**src/rtl/ssl_regs.svh**
```systemverilog
/*
  Named constants of the stack and subroutine linkage engine.
  Assumes inclusion by bare name from the rtl folder.
*/
`ifndef SSL_REGS_SVH
`define SSL_REGS_SVH

// Pointer steps for word and byte stack items.
`define SSL_WORD_STEP 16'h0002
`define SSL_BYTE_STEP 16'h0001
// Register indices with a fixed role.
`define SSL_SP_INDEX  3'h6
`define SSL_PC_INDEX  3'h7
// Reset value of every general register.
`define SSL_RESET_WORD 16'h0000
// Mask that keeps the hardware stack pointer even.
`define SSL_EVEN_MASK 16'hfffe
// Mask of the low byte of a memory word.
`define SSL_BYTE_MASK 16'h00ff

`endif

```
**src/rtl/ssl_pkg.sv**
```systemverilog
/*
  Types of the stack and subroutine linkage engine.
  Assumes ssl_regs.svh for numeric constants.
*/
package ssl_pkg;

  typedef enum logic [2:0] {
    SSL_OP_LOAD = 3'b000,
    SSL_OP_PUSH = 3'b001,
    SSL_OP_POP  = 3'b010,
    SSL_OP_JSR  = 3'b011,
    SSL_OP_RTS  = 3'b100,
    SSL_OP_INTR = 3'b101
  } ssl_op_type;

  typedef enum logic [1:0] {
    SSL_IDLE  = 2'b00,
    SSL_WRITE = 2'b01,
    SSL_READ  = 2'b10
  } ssl_state_type;

  typedef struct packed {
    ssl_op_type  op;
    logic [2:0]  sel;
    logic        byte_op;
    logic [15:0] data;
    logic [15:0] target;
  } ssl_cmd_type;

  typedef struct packed {
    logic        req;
    logic        we;
    logic        byte_en;
    logic [15:0] addr;
    logic [15:0] wdata;
  } ssl_mem_type;

  typedef struct packed {
    ssl_state_type    state;
    ssl_op_type       op;
    logic [2:0]       sel;
    logic             second;
    logic [15:0]      target;
    logic [7:0][15:0] regs;
    logic [15:0]      addr;
    logic [15:0]      wdata;
    logic             we;
    logic             byte_op;
    logic             done;
    logic             err;
    logic [15:0]      result;
  } ssl_core_type;

endpackage

```
**src/rtl/ssl_step.sv**
```systemverilog
/*
  Pointer stepper for autodecrement and autoincrement.
  Assumes the caller says whether the pointer is the hardware stack pointer.
*/
`timescale 1ns/1ns
`default_nettype none
`include "ssl_regs.svh"

module ssl_step #(
  parameter int WIDTH = 16
) (
  // Pointer in.
  input  wire logic [WIDTH-1:0] ptr,
  input  wire logic             is_sp,
  input  wire logic             byte_op,
  input  wire logic             dec,
  // Pointer out.
  output logic      [WIDTH-1:0] stepped
);

  logic [WIDTH-1:0] amount;

  generate
    if (WIDTH != 16) begin : g_bad_width
      $error("ssl_step serves only a 16-bit pointer");
    end
  endgenerate

  always_comb begin
    // The hardware stack pointer never takes a byte step.
    amount = (byte_op && !is_sp) ? `SSL_BYTE_STEP : `SSL_WORD_STEP;
    // Pushes go downward, pops upward.
    stepped = dec ? ptr - amount : ptr + amount;
  end

endmodule
`default_nettype wire

```
**src/rtl/ssl_stack_linkage.sv**
```systemverilog
/*
  Stack and subroutine linkage engine: eight general registers, push and
  pop through any register but seven, subroutine jump and return, interrupt entry.
  Assumes one-clock memory on the same clock that holds ack high for one
  cycle per accepted request, and a sequencer that issues commands.
*/
// Operation
// - Stacks start at their top address and grow toward lower addresses.
// - Linkage and interrupt entry always use register six as stack pointer.
// - Register seven is the program counter and is refused as stack pointer.
// - Stacks on registers other than six may be byte or word stacks.
// - Loads and steps keep register six even, and it steps only by words.
// - Push decrements the pointer first, then writes at the new address.
// - Pop reads at the pointer, then increments the pointer.
// - The pointer always addresses the most recently stored item.
// - Subroutine jump first pushes the linkage register on the hardware stack.
// - Then the linkage register gets the return address and control jumps.
// - Return copies the register to the counter, then pops the register.
// - Interrupt pushes the status word, then the program counter.
`timescale 1ns/1ns
`default_nettype none
`include "ssl_regs.svh"

module ssl_stack_linkage (
  // Clock and reset.
  input  wire logic                sys_clk,
  input  wire logic                rst,
  // Command port.
  input  wire logic                cmd_valid,
  input  wire ssl_pkg::ssl_cmd_type cmd,
  output logic                     cmd_ready,
  // Memory port.
  output ssl_pkg::ssl_mem_type     mem,
  input  wire logic                mem_ack,
  input  wire logic [15:0]         mem_rdata,
  // Status.
  output logic                     done,
  output logic                     err,
  output logic [15:0]              result,
  output logic [15:0]              pc,
  output logic [15:0]              sp
);

  ssl_pkg::ssl_core_type core;
  ssl_pkg::ssl_core_type next_core;
  logic                  accept;
  logic [2:0]            ptr_idx;
  logic                  step_byte;
  logic                  step_dec;
  logic [15:0]           stepped;

  function automatic logic uses_hw_stack(input ssl_pkg::ssl_op_type op);
    uses_hw_stack = (op != ssl_pkg::SSL_OP_PUSH) && (op != ssl_pkg::SSL_OP_POP);
  endfunction

  assign accept    = cmd_valid && (core.state == ssl_pkg::SSL_IDLE);
  assign cmd_ready = core.state == ssl_pkg::SSL_IDLE;

  always_comb begin
    if (core.state == ssl_pkg::SSL_IDLE) begin
      // Linkage and interrupt entry never select their pointer.
      ptr_idx   = uses_hw_stack(cmd.op) ? `SSL_SP_INDEX : cmd.sel;
      step_byte = cmd.byte_op && !uses_hw_stack(cmd.op);
      step_dec  = cmd.op != ssl_pkg::SSL_OP_POP;
    end else if (core.state == ssl_pkg::SSL_WRITE) begin
      ptr_idx   = `SSL_SP_INDEX;
      step_byte = 1'b0;
      step_dec  = 1'b1;
    end else begin
      ptr_idx   = (core.op == ssl_pkg::SSL_OP_POP) ? core.sel : `SSL_SP_INDEX;
      step_byte = core.byte_op;
      step_dec  = 1'b0;
    end
  end

  ssl_step #(
    .WIDTH   (16)
  ) u_step (
    .ptr     (core.regs[ptr_idx]),
    .is_sp   (ptr_idx == `SSL_SP_INDEX),
    .byte_op (step_byte),
    .dec     (step_dec),
    .stepped (stepped)
  );

  always_comb begin
    next_core      = core;
    next_core.done = 1'b0;
    next_core.err  = 1'b0;
    case (core.state)
      ssl_pkg::SSL_IDLE: begin
        if (accept) begin
          next_core.op      = cmd.op;
          next_core.sel     = cmd.sel;
          next_core.target  = cmd.target;
          next_core.second  = 1'b0;
          // Byte items are allowed on any pointer but register six.
          next_core.byte_op = cmd.byte_op && (cmd.sel != `SSL_SP_INDEX);
          case (cmd.op)
            ssl_pkg::SSL_OP_LOAD: begin
              next_core.regs[cmd.sel] = cmd.data;
              if (cmd.sel == `SSL_SP_INDEX) begin
                // A load never puts an odd address into register six.
                next_core.regs[cmd.sel] = cmd.data & `SSL_EVEN_MASK;
              end
              next_core.done = 1'b1;
            end
            ssl_pkg::SSL_OP_PUSH: begin
              if (cmd.sel == `SSL_PC_INDEX) begin
                // The program counter is no stack pointer.
                next_core.err  = 1'b1;
                next_core.done = 1'b1;
              end else begin
                // Decrement first, then write at the new top.
                next_core.regs[cmd.sel] = stepped;
                next_core.addr          = stepped;
                next_core.wdata         = cmd.data;
                next_core.we            = 1'b1;
                next_core.state         = ssl_pkg::SSL_WRITE;
              end
            end
            ssl_pkg::SSL_OP_POP: begin
              if (cmd.sel == `SSL_PC_INDEX) begin
                next_core.err  = 1'b1;
                next_core.done = 1'b1;
              end else begin
                // Read at the pointer; increment comes with the data.
                next_core.addr  = core.regs[cmd.sel];
                next_core.we    = 1'b0;
                next_core.state = ssl_pkg::SSL_READ;
              end
            end
            ssl_pkg::SSL_OP_JSR: begin
              // Save the linkage register as a word push on register six.
              next_core.regs[`SSL_SP_INDEX] = stepped;
              next_core.addr                = stepped;
              next_core.wdata               = core.regs[cmd.sel];
              next_core.we                  = 1'b1;
              next_core.byte_op             = 1'b0;
              next_core.state               = ssl_pkg::SSL_WRITE;
            end
            ssl_pkg::SSL_OP_RTS: begin
              // Counter first, then the register is popped.
              next_core.regs[`SSL_PC_INDEX] = core.regs[cmd.sel];
              next_core.addr                = core.regs[`SSL_SP_INDEX];
              next_core.we                  = 1'b0;
              next_core.byte_op             = 1'b0;
              next_core.state               = ssl_pkg::SSL_READ;
            end
            ssl_pkg::SSL_OP_INTR: begin
              // Status word goes first, the counter follows.
              next_core.regs[`SSL_SP_INDEX] = stepped;
              next_core.addr                = stepped;
              next_core.wdata               = cmd.data;
              next_core.we                  = 1'b1;
              next_core.byte_op             = 1'b0;
              next_core.second              = 1'b1;
              next_core.state               = ssl_pkg::SSL_WRITE;
            end
            default: begin
              next_core.err  = 1'b1;
              next_core.done = 1'b1;
            end
          endcase
        end
      end
      ssl_pkg::SSL_WRITE: begin
        if (mem_ack) begin
          if (core.second) begin
            // The counter is pushed before it is replaced.
            next_core.regs[`SSL_SP_INDEX] = stepped;
            next_core.addr                = stepped;
            next_core.wdata               = core.regs[`SSL_PC_INDEX];
            next_core.second              = 1'b0;
          end else begin
            if (core.op == ssl_pkg::SSL_OP_JSR) begin
              // Return address into the link, then jump to the entry.
              next_core.regs[core.sel]      = core.regs[`SSL_PC_INDEX];
              next_core.regs[`SSL_PC_INDEX] = core.target;
            end else if (core.op == ssl_pkg::SSL_OP_INTR) begin
              next_core.regs[`SSL_PC_INDEX] = core.target;
            end
            next_core.we    = 1'b0;
            next_core.done  = 1'b1;
            next_core.state = ssl_pkg::SSL_IDLE;
          end
        end
      end
      ssl_pkg::SSL_READ: begin
        if (mem_ack) begin
          next_core.result = core.byte_op ? (mem_rdata & `SSL_BYTE_MASK) : mem_rdata;
          if (core.op == ssl_pkg::SSL_OP_RTS) begin
            next_core.regs[core.sel]      = mem_rdata;
            next_core.regs[`SSL_SP_INDEX] = stepped;
          end else begin
            // The popped slot becomes free above the new top.
            next_core.regs[core.sel] = stepped;
          end
          next_core.done  = 1'b1;
          next_core.state = ssl_pkg::SSL_IDLE;
        end
      end
      default: begin
        next_core.state = ssl_pkg::SSL_IDLE;
      end
    endcase
  end

  always_ff @(posedge sys_clk or posedge rst) begin
    if (rst) begin
      core <= '0;
    end else begin
      core <= next_core;
    end
  end

  // Request is a handshake output and follows the state directly.
  assign mem.req     = core.state != ssl_pkg::SSL_IDLE;
  assign mem.we      = core.we;
  assign mem.byte_en = core.byte_op;
  assign mem.addr    = core.addr;
  assign mem.wdata   = core.wdata;
  assign done        = core.done;
  assign err         = core.err;
  assign result      = core.result;
  assign pc          = core.regs[`SSL_PC_INDEX];
  assign sp          = core.regs[`SSL_SP_INDEX];

  property p_sp_even;
    @(posedge sys_clk) disable iff (rst) sp[0] == 1'b0;
  endproperty
  a_sp_even: assert property (p_sp_even) else $error("odd hardware stack pointer");

  property p_push_dec;
    @(posedge sys_clk) disable iff (rst)
      accept && cmd.op == ssl_pkg::SSL_OP_PUSH && cmd.sel != `SSL_PC_INDEX && !cmd.byte_op
      |=> mem.addr == $past(core.regs[cmd.sel]) - `SSL_WORD_STEP && mem.we && mem.req;
  endproperty
  a_push_dec: assert property (p_push_dec) else $error("push did not predecrement");

  property p_pop_inc;
    @(posedge sys_clk) disable iff (rst)
      core.state == ssl_pkg::SSL_READ && core.op == ssl_pkg::SSL_OP_POP && mem_ack
      |=> core.regs[$past(core.sel)] == $past(mem.addr)
          + ($past(core.byte_op) ? `SSL_BYTE_STEP : `SSL_WORD_STEP) && done;
  endproperty
  a_pop_inc: assert property (p_pop_inc) else $error("pop did not postincrement");

  property p_pc_refused;
    @(posedge sys_clk) disable iff (rst)
      accept && cmd.sel == `SSL_PC_INDEX
      && (cmd.op == ssl_pkg::SSL_OP_PUSH || cmd.op == ssl_pkg::SSL_OP_POP)
      |=> err && done && !mem.req;
  endproperty
  a_pc_refused: assert property (p_pc_refused) else $error("counter used as pointer");

  property p_jsr_save;
    @(posedge sys_clk) disable iff (rst)
      accept && cmd.op == ssl_pkg::SSL_OP_JSR
      |=> sp == $past(sp) - `SSL_WORD_STEP && mem.wdata == $past(core.regs[cmd.sel])
          && mem.addr == sp && !mem.byte_en;
  endproperty
  a_jsr_save: assert property (p_jsr_save) else $error("linkage not saved");

  property p_jsr_link;
    @(posedge sys_clk) disable iff (rst)
      core.state == ssl_pkg::SSL_WRITE && core.op == ssl_pkg::SSL_OP_JSR && mem_ack
      |=> pc == $past(core.target) && cmd_ready;
  endproperty
  a_jsr_link: assert property (p_jsr_link) else $error("jump did not reach entry");

  property p_rts;
    @(posedge sys_clk) disable iff (rst)
      accept && cmd.op == ssl_pkg::SSL_OP_RTS
      |=> pc == $past(core.regs[cmd.sel]) && mem.addr == $past(sp) && !mem.we;
  endproperty
  a_rts: assert property (p_rts) else $error("return order wrong");

  property p_intr_order;
    @(posedge sys_clk) disable iff (rst)
      core.state == ssl_pkg::SSL_WRITE && core.second && mem_ack
      |=> mem.req && mem.we && mem.wdata == $past(pc) && sp == $past(sp) - `SSL_WORD_STEP;
  endproperty
  a_intr_order: assert property (p_intr_order) else $error("counter not pushed second");

  property p_top;
    @(posedge sys_clk) disable iff (rst)
      mem.req && mem.we && core.op != ssl_pkg::SSL_OP_PUSH |-> mem.addr == sp;
  endproperty
  a_top: assert property (p_top) else $error("write not at stack top");

  property p_intr_first;
    @(posedge sys_clk) disable iff (rst)
      accept && cmd.op == ssl_pkg::SSL_OP_INTR
      |=> mem.wdata == $past(cmd.data) && sp == $past(sp) - `SSL_WORD_STEP;
  endproperty
  a_intr_first: assert property (p_intr_first) else $error("status not pushed first");

  property p_sp_word;
    @(posedge sys_clk) disable iff (rst)
      accept && cmd.op == ssl_pkg::SSL_OP_PUSH && cmd.sel == `SSL_SP_INDEX
      |=> !mem.byte_en && sp == $past(sp) - `SSL_WORD_STEP;
  endproperty
  a_sp_word: assert property (p_sp_word) else $error("byte step on register six");

endmodule
`default_nettype wire

```
**config.mk**
```make
export PLATFORM = sky130hd
export DESIGN_NAME = ssl_stack_linkage
export DESIGN_NICKNAME = d
export VERILOG_FILES = /design/src/rtl/ssl_pkg.sv /design/src/rtl/ssl_step.sv /design/src/rtl/ssl_stack_linkage.sv
export VERILOG_INCLUDE_DIRS = /design/src /design/src/rtl
export SDC_FILE = /design/constraint.sdc
export NUM_CORES = 1
export LEC_CHECK = 0
export BUFFER_PORTS_ARGS = -buffer_cell sky130_fd_sc_hd__buf_2
export CELL_PAD_IN_SITES_DETAIL_PLACEMENT = 0
export CELL_PAD_IN_SITES_GLOBAL_PLACEMENT = 1
export CORE_MARGIN = 4
export CORE_UTILIZATION = 51
export CTS_CLUSTER_DIAMETER = 40
export CTS_CLUSTER_SIZE = 12
export DETAILED_ROUTE_END_ITERATION = 16
export GPL_TIMING_DRIVEN = 0
export HOLD_SLACK_MARGIN = 0.02
export PLACE_DENSITY = 0.95
export SYNTH_ARGS = -nofsm -noshare
export SYNTH_HDL_FRONTEND = slang
export SYNTH_HIERARCHICAL = 1
export SYNTH_SLANG_ARGS = --single-unit
```
**constraint.sdc**
```tcl
create_clock -name sys_clk -period 13.4 [get_ports sys_clk]
set_input_delay 0.67 -clock sys_clk [delete_from_list [all_inputs] [get_ports sys_clk]]
set_output_delay 0.67 -clock sys_clk [all_outputs]
set_load 0.01 [all_outputs]
```
# Yosys cells after proc, flatten, opt, wreduce, memory -nomap -nowiden
# Index checks and enable logic that the tools add are counted.
dict set report classes {
  order_cmp 5
  reduce_logical 28
  add_sub_neg 2
  eq_ne 32
  muxes 68
}
# cell count
set ops {}
lappend ops {{128-bit bitwise mux} 6}
lappend ops {{128-bit two-way mux} 3}
lappend ops {{128-bit case mux with 3 select lines} 1}
lappend ops {{161-bit two-way mux} 2}
lappend ops {{96-bit case mux with 2 select lines} 1}
lappend ops {{189-bit two-way mux} 1}
lappend ops {{16-bit two-way mux} 11}
lappend ops {{16-bit case mux with 3 select lines} 3}
lappend ops {{112-bit two-way mux} 1}
lappend ops {{16-bit binary-select mux with 3-bit select} 2}
lappend ops {{16-bit demux with 3-bit select} 2}
lappend ops {{96-bit two-way mux} 1}
lappend ops {{33-bit case mux with 2 select lines} 1}
lappend ops {{16-bit case mux with 4 select lines} 1}
lappend ops {{32-bit two-way mux} 1}
lappend ops {{7-bit AND reduction} 4}
lappend ops {{3-bit == test, second input constant} 7}
lappend ops {{16-bit adder} 1}
lappend ops {{8-bit AND reduction} 2}
lappend ops {{16-bit subtractor} 1}
lappend ops {{2-bit two-way mux} 7}
lappend ops {{1-bit two-way mux} 13}
lappend ops {{3-bit by 2-bit == test with 1-bit output, second input constant} 4}
lappend ops {{3-bit by 4-bit < comparator with 1-bit output, second input constant} 3}
lappend ops {{other kinds (30)} 56}
dict set report word_totals {
  output_inout_bits 86
  input_bits 59
  ff_bits 205
}

# Logic depth before layout (Yosys ltp)
dict set report logic_depth {
  depth_word 15
  mapped_depth 24
  ltp_nobuf 20
}

# Modules after synthesis
# The synthesis kept the hierarchy.
# mod instances area_per_inst_um2 cells_each
set by_module_without_submodules {}
lappend by_module_without_submodules {ssl_stack_linkage 1 15612.5 1668}
lappend by_module_without_submodules {ssl_step 1 758.2 98}

# Least setup slack after synthesis
# No wires, ideal clock.
dict set report synth_path {
  kind {register to register}
  startpoint {reg core[203] in the netlist's numbering}
  endpoint {reg core[82] in the netlist's numbering}
  setup_slack_ns 8.454
  stages_incl_launch_ff 23
  period_less_slack_ns 4.946
  n_path_buf 4
  required_time_ns 13.274
  t_arrival_ns 4.820
  setup_time_ns 0.126
  cell_sequence {dfrtp_1 inv_1 ha_1 clkbuf_1 or3b_2 o22a_1 buf_2 buf_1 clkbuf_1 and3_1 nor2b_1 ha_1 inv_1 fa_1 a21o_1 a311oi_2 o21ai_1 a31oi_1 xnor2_1 mux2_2 a22oi_1 nor3_1 a221o_1}
}
# element line
set synth_lines {}
lappend synth_lines {{start: declaration} ssl_stack_linkage.sv:44} ;# ssl_pkg::ssl_core_type core;
lappend synth_lines {{start signal: assignment} ssl_stack_linkage.sv:213} ;# core <= next_core;
lappend synth_lines {{2-bit logical NOT *} n/a}
lappend synth_lines {{net cmd_ready} ssl_stack_linkage.sv:31} ;# output logic cmd_ready,
lappend synth_lines {{3-bit two-way mux} ssl_stack_linkage.sv:60} ;# if (core.state == ssl_pkg::SSL_IDLE) begin
lappend synth_lines {{3-bit == test (no line)} n/a}
lappend synth_lines {{1-bit logical NOT} ssl_step.sv:31} ;# amount = (byte_op && !is_sp) ? `SSL_BYTE_STEP : `SSL_WORD_STEP;
lappend synth_lines {{1-bit logical AND} ssl_step.sv:31}
lappend synth_lines {{2-bit two-way mux (no line)} n/a}
lappend synth_lines {{16-bit adder or 16-bit subtractor (tied branches)} ssl_step.sv:33} ;# stepped = dec ? ptr - amount : ptr + amount;
lappend synth_lines {{16-bit two-way mux *} ssl_step.sv:33}
lappend synth_lines {{net stepped[14]} ssl_stack_linkage.sv:50} ;# logic [15:0] stepped;
lappend synth_lines {{128-bit bitwise mux} ssl_stack_linkage.sv:115} ;# next_core.regs[cmd.sel] = stepped;
lappend synth_lines {{161-bit two-way mux} ssl_stack_linkage.sv:109} ;# if (cmd.sel == `SSL_PC_INDEX) begin
lappend synth_lines {{96-bit case mux with 2 select lines} ssl_stack_linkage.sv:99} ;# case (cmd.op)
lappend synth_lines {{189-bit two-way mux} ssl_stack_linkage.sv:92} ;# if (accept) begin
lappend synth_lines {{128-bit case mux with 3 select lines *} ssl_stack_linkage.sv:90} ;# case (core.state)
# Mark *: on every way through the listed nets, which the timed path passes. The rest lies on a longest branch. The select of a mux whose other input is x is not followed.
# A chain may end at the register's enable or synchronous reset.

# Final worst setup path
dict set report layout_path {
  startpoint {in cmd[35] in the netlist's numbering}
  endpoint {reg core[143] in the netlist's numbering}
}
dict set report layout_via {
  elab_chain_cells 13
}
# element line
set layout_rtl {}
lappend layout_rtl {{start: declaration} ssl_stack_linkage.sv:30} ;# input wire ssl_pkg::ssl_cmd_type cmd,
lappend layout_rtl {{3-bit two-way mux *} ssl_stack_linkage.sv:62} ;# ptr_idx = uses_hw_stack(cmd.op) ? `SSL_SP_INDEX : cmd.sel;
lappend layout_rtl {{3-bit two-way mux *} ssl_stack_linkage.sv:60}
lappend layout_rtl {{3-bit == test (no line)} n/a}
lappend layout_rtl {{1-bit logical NOT} ssl_step.sv:31}
lappend layout_rtl {{1-bit logical AND} ssl_step.sv:31}
lappend layout_rtl {{2-bit two-way mux (no line)} n/a}
lappend layout_rtl {{16-bit adder or 16-bit subtractor (tied branches)} ssl_step.sv:33}
lappend layout_rtl {{16-bit two-way mux *} ssl_step.sv:33}
lappend layout_rtl {{net stepped[11]} ssl_stack_linkage.sv:50}
lappend layout_rtl {{128-bit bitwise mux} ssl_stack_linkage.sv:115}
lappend layout_rtl {{161-bit two-way mux} ssl_stack_linkage.sv:109}
lappend layout_rtl {{96-bit case mux with 2 select lines} ssl_stack_linkage.sv:99}
lappend layout_rtl {{189-bit two-way mux} ssl_stack_linkage.sv:92}
lappend layout_rtl {{128-bit case mux with 3 select lines *} ssl_stack_linkage.sv:90}
# Marks and branches as above.

==> reports/results.ini <==
[layout]
multiInputGateArea_um2 = 9890
area_delta_synth_final_pct = 16.4
drive_gt1_frac = 0.252
nets = 2028
nFillCells = 2801
antenna_cells = 0
final_cell_count_no_fill = 2382
seq_area_um2 = 5130

[grt]
overflow = 0
grt_max_degree = 113
grt_pass1_vias = 16945
grt_util_all_layers = 0.474
antenna_found_initial = 0
grt_pass1_wl_mm = 122

[drt]
wire_per_inst_um = 36.4
route.vias.total = 18142
dr.pass1.iters = 6
ant_nets = 0
viasPerCell = 7.62
drt_iter0_drc = 3503
drc = 0
finalWirelength_mm = 86.8

[clock_network]
cts_inserted_buffers = 40
clk_pin_slew_ns = 0.05
clkSinkCount = 205
post-cts-setup-buffers = 0
ctsResizeCount = 0
clock_path_buffers = 3
htree_levels = 2
clk_latency_ns = 0.60
cts_root_buf = clkbuf_16
cts_tree = yes
holdBufCountCts = 0

[status]
status = complete, but fails checks
violations = capacitance limit, slew limit

[synth]
syn_area_per_cell_um2 = 9.27
synth_cell_types = 89
synth_edf_count = 0
synth.net_count = 1845
ys_warn_count = 6
ys_seq_area_frac = 0.313
yosysTopAreaCellShare = 0.313
synthCells = 1766
syn-cell-area_um2 = 16400
synth_top_area_cell = dfrtp_1
synth_flop_cell = dfrtp_1
synthArstFlopShare = 1.00
synthTopCellsByArea = dfrtp_1 (31%), mux2_2 (8.2%), a221o_1 (4.9%)
synthTopCellsByCount = dfrtp_1 (205), nand2_1 (179), clkbuf_1 (123)
ys_ff_latch = 205
synth.most_common_cell = dfrtp_1

[power_and_ir_drop]
power_density_nw_per_um2 = 346
p_total_w = 0.00659
power.leakage_nw = 8.11
ir_drop_mv = 0.173

[setup_path]
end_kind = flop
cp.arrival_ns = 8.53
crit_top_cell = clkbuf_1
worst_ep_required_time_ns = 13.92
cpPeakStageDelay_ns = 1.01
cpMaxStageDelayCell = xor2_1
worst-path-stages = 18
cp_max_fo = 10
regToRegStartpoint = core[203]
worstRegToRegCells = 19
cp_num_buf_inv = 4
crit_chain = clkbuf_1 -> clkbuf_1 -> clkbuf_1 -> nor3_1 -> o21bai_1 -> clkbuf_1 -> o22ai_1 -> nor3_1 -> ha_1 -> nand2_1 -> a2111oi_4 -> o21bai_2 -> nand2_1 -> xor2_1 -> mux2i_1 -> nand2b_1 -> a311oi_1 -> a221o_1
r2r_slack_ns = 5.73
timing.rr.end = core[143]
cp-start-kind = input pin
cp_top_family = compound AO/OA/AOI/OAI gates
worstSetupPathType = in2reg

[sta]
setup_violations = 0
worst_pin_slew_ns = 1.53
relSlewSlack = -0.0290
hold_viol_final = 0
min_period_over_period = 0.598
clock.fmax_mhz = 125
drv_slew = 9
fin_setup_tns_ns = 0
clock_skew_ns = 0.0393
rsz0062_at_grt = false
fin_crit_ns = 8.01

[die]
dieHeight_um = 187
ios = 145
dieArea_um2 = 35000
coreArea_um2 = 31600
start_util = 0.517
die_x_um = 187
fp-row-count = 65

[job]
drv_cap = 1

[placement]
dp_cells = 2309
gp_congestion = 1.10
dp_hpwl_mm = 64.7
io_buffers = 139

[hold_path]
hold_class = in2async

## worst max path at each step
stage,end,slack [ns],startpoint
global placement,mem[13],4.41,rst
floorplan,core[100],7.13,rst
CTS,core[143],6.33,cmd[35]
detailed placement,core[111],5.74,cmd[35]
finish,core[143],5.39,cmd[35]
global route,core[143],5.86,core[204]
## power by group
group | total, W | internal [W] | leakage (nW) | switching, W
logic | 0.00429 | 0.00130 | 4.69 | 0.00298
registers | 0.00120 | 0.000857 | 2.73 | 0.000338
clock network | 0.00110 | 0.000707 | 0.693 | 0.000397
total | 0.00659 | 0.00287 | 8.11 | 0.00372
## state kept, by name (all words and copies together), names as in the netlist
| name | count |
|---|---|
| core | 121 |
| mem | 34 |
| pc | 16 |
| result | 16 |
| sp | 16 |
| done | 1 |
| err | 1 |
## stage by stage
step	hold slack [ns]	instance area (um2)	util	worst slack (ns)
2_1_floorplan	0.451	16400	-	7.13
3_3_place_gp	0.467	17600	0.555	4.41
3_5_place_dp	0.471	17600	0.557	5.74
4_1_cts	0.300	19100	0.602	6.33
5_1_grt	0.326	19100	0.602	5.86
6_report	0.272	19100	0.602	5.39
## layout make-up
class	instances	share of cell area
inverter	27	0.00571
tap	402	0.0264
clock inverter	27	0.0198
timing repair buffer	141	0.0387
clock buffer	46	0.0553
buffer	245	0.0661
multi-input combinational	1289	0.519
sequential	205	0.269
## routing by layer
| layer | vias to the layer above | track usage | part of all wire |
|---|---|---|---|
| met5 | - | 0 | 0 |
| met4 | 0 | 0.304 | 0.082 |
| met3 | 401 | 0.229 | 0.17 |
| met2 | 1737 | 0.642 | 0.39 |
| met1 | 8785 | 0.601 | 0.36 |
| li1 | 7219 | - | - |
## cells in the final DEF, fill, tap and decap left out, types with 21 or more instances in the layout
master	netlist	final
a21oi_1	93	92
a221o_1	80	80
a22o_1	32	32
a311oi_1	34	34
and2_1	22	22
buf_2	25	164
buf_4	82	82
clkbuf_1	123	126
clkbuf_16	0	40
dfrtp_1	205	205
inv_1	26	25
mux2_2	119	119
mux2i_1	66	66
mux4_2	32	32
nand2_1	179	179
nand3_1	31	31
nor2_1	72	72
nor3_1	42	41
o21ai_0	45	45
o21ai_1	21	21
o221ai_1	52	52
o22ai_1	25	25
## kinds of logic (layout without fill, tap and decap cells)
logic type      after synthesis  after routing  synth area share
xor+xnor                     18             18           0.00963
simple gates                474            474             0.148
buf+inv                     272            486            0.0832
fa+ha+maj                    20             20            0.0157
mux                         217            217             0.166
flops                       205            205             0.313
compound gates              560            560             0.264
Note: power is estimated with default switching activity, not from simulation.
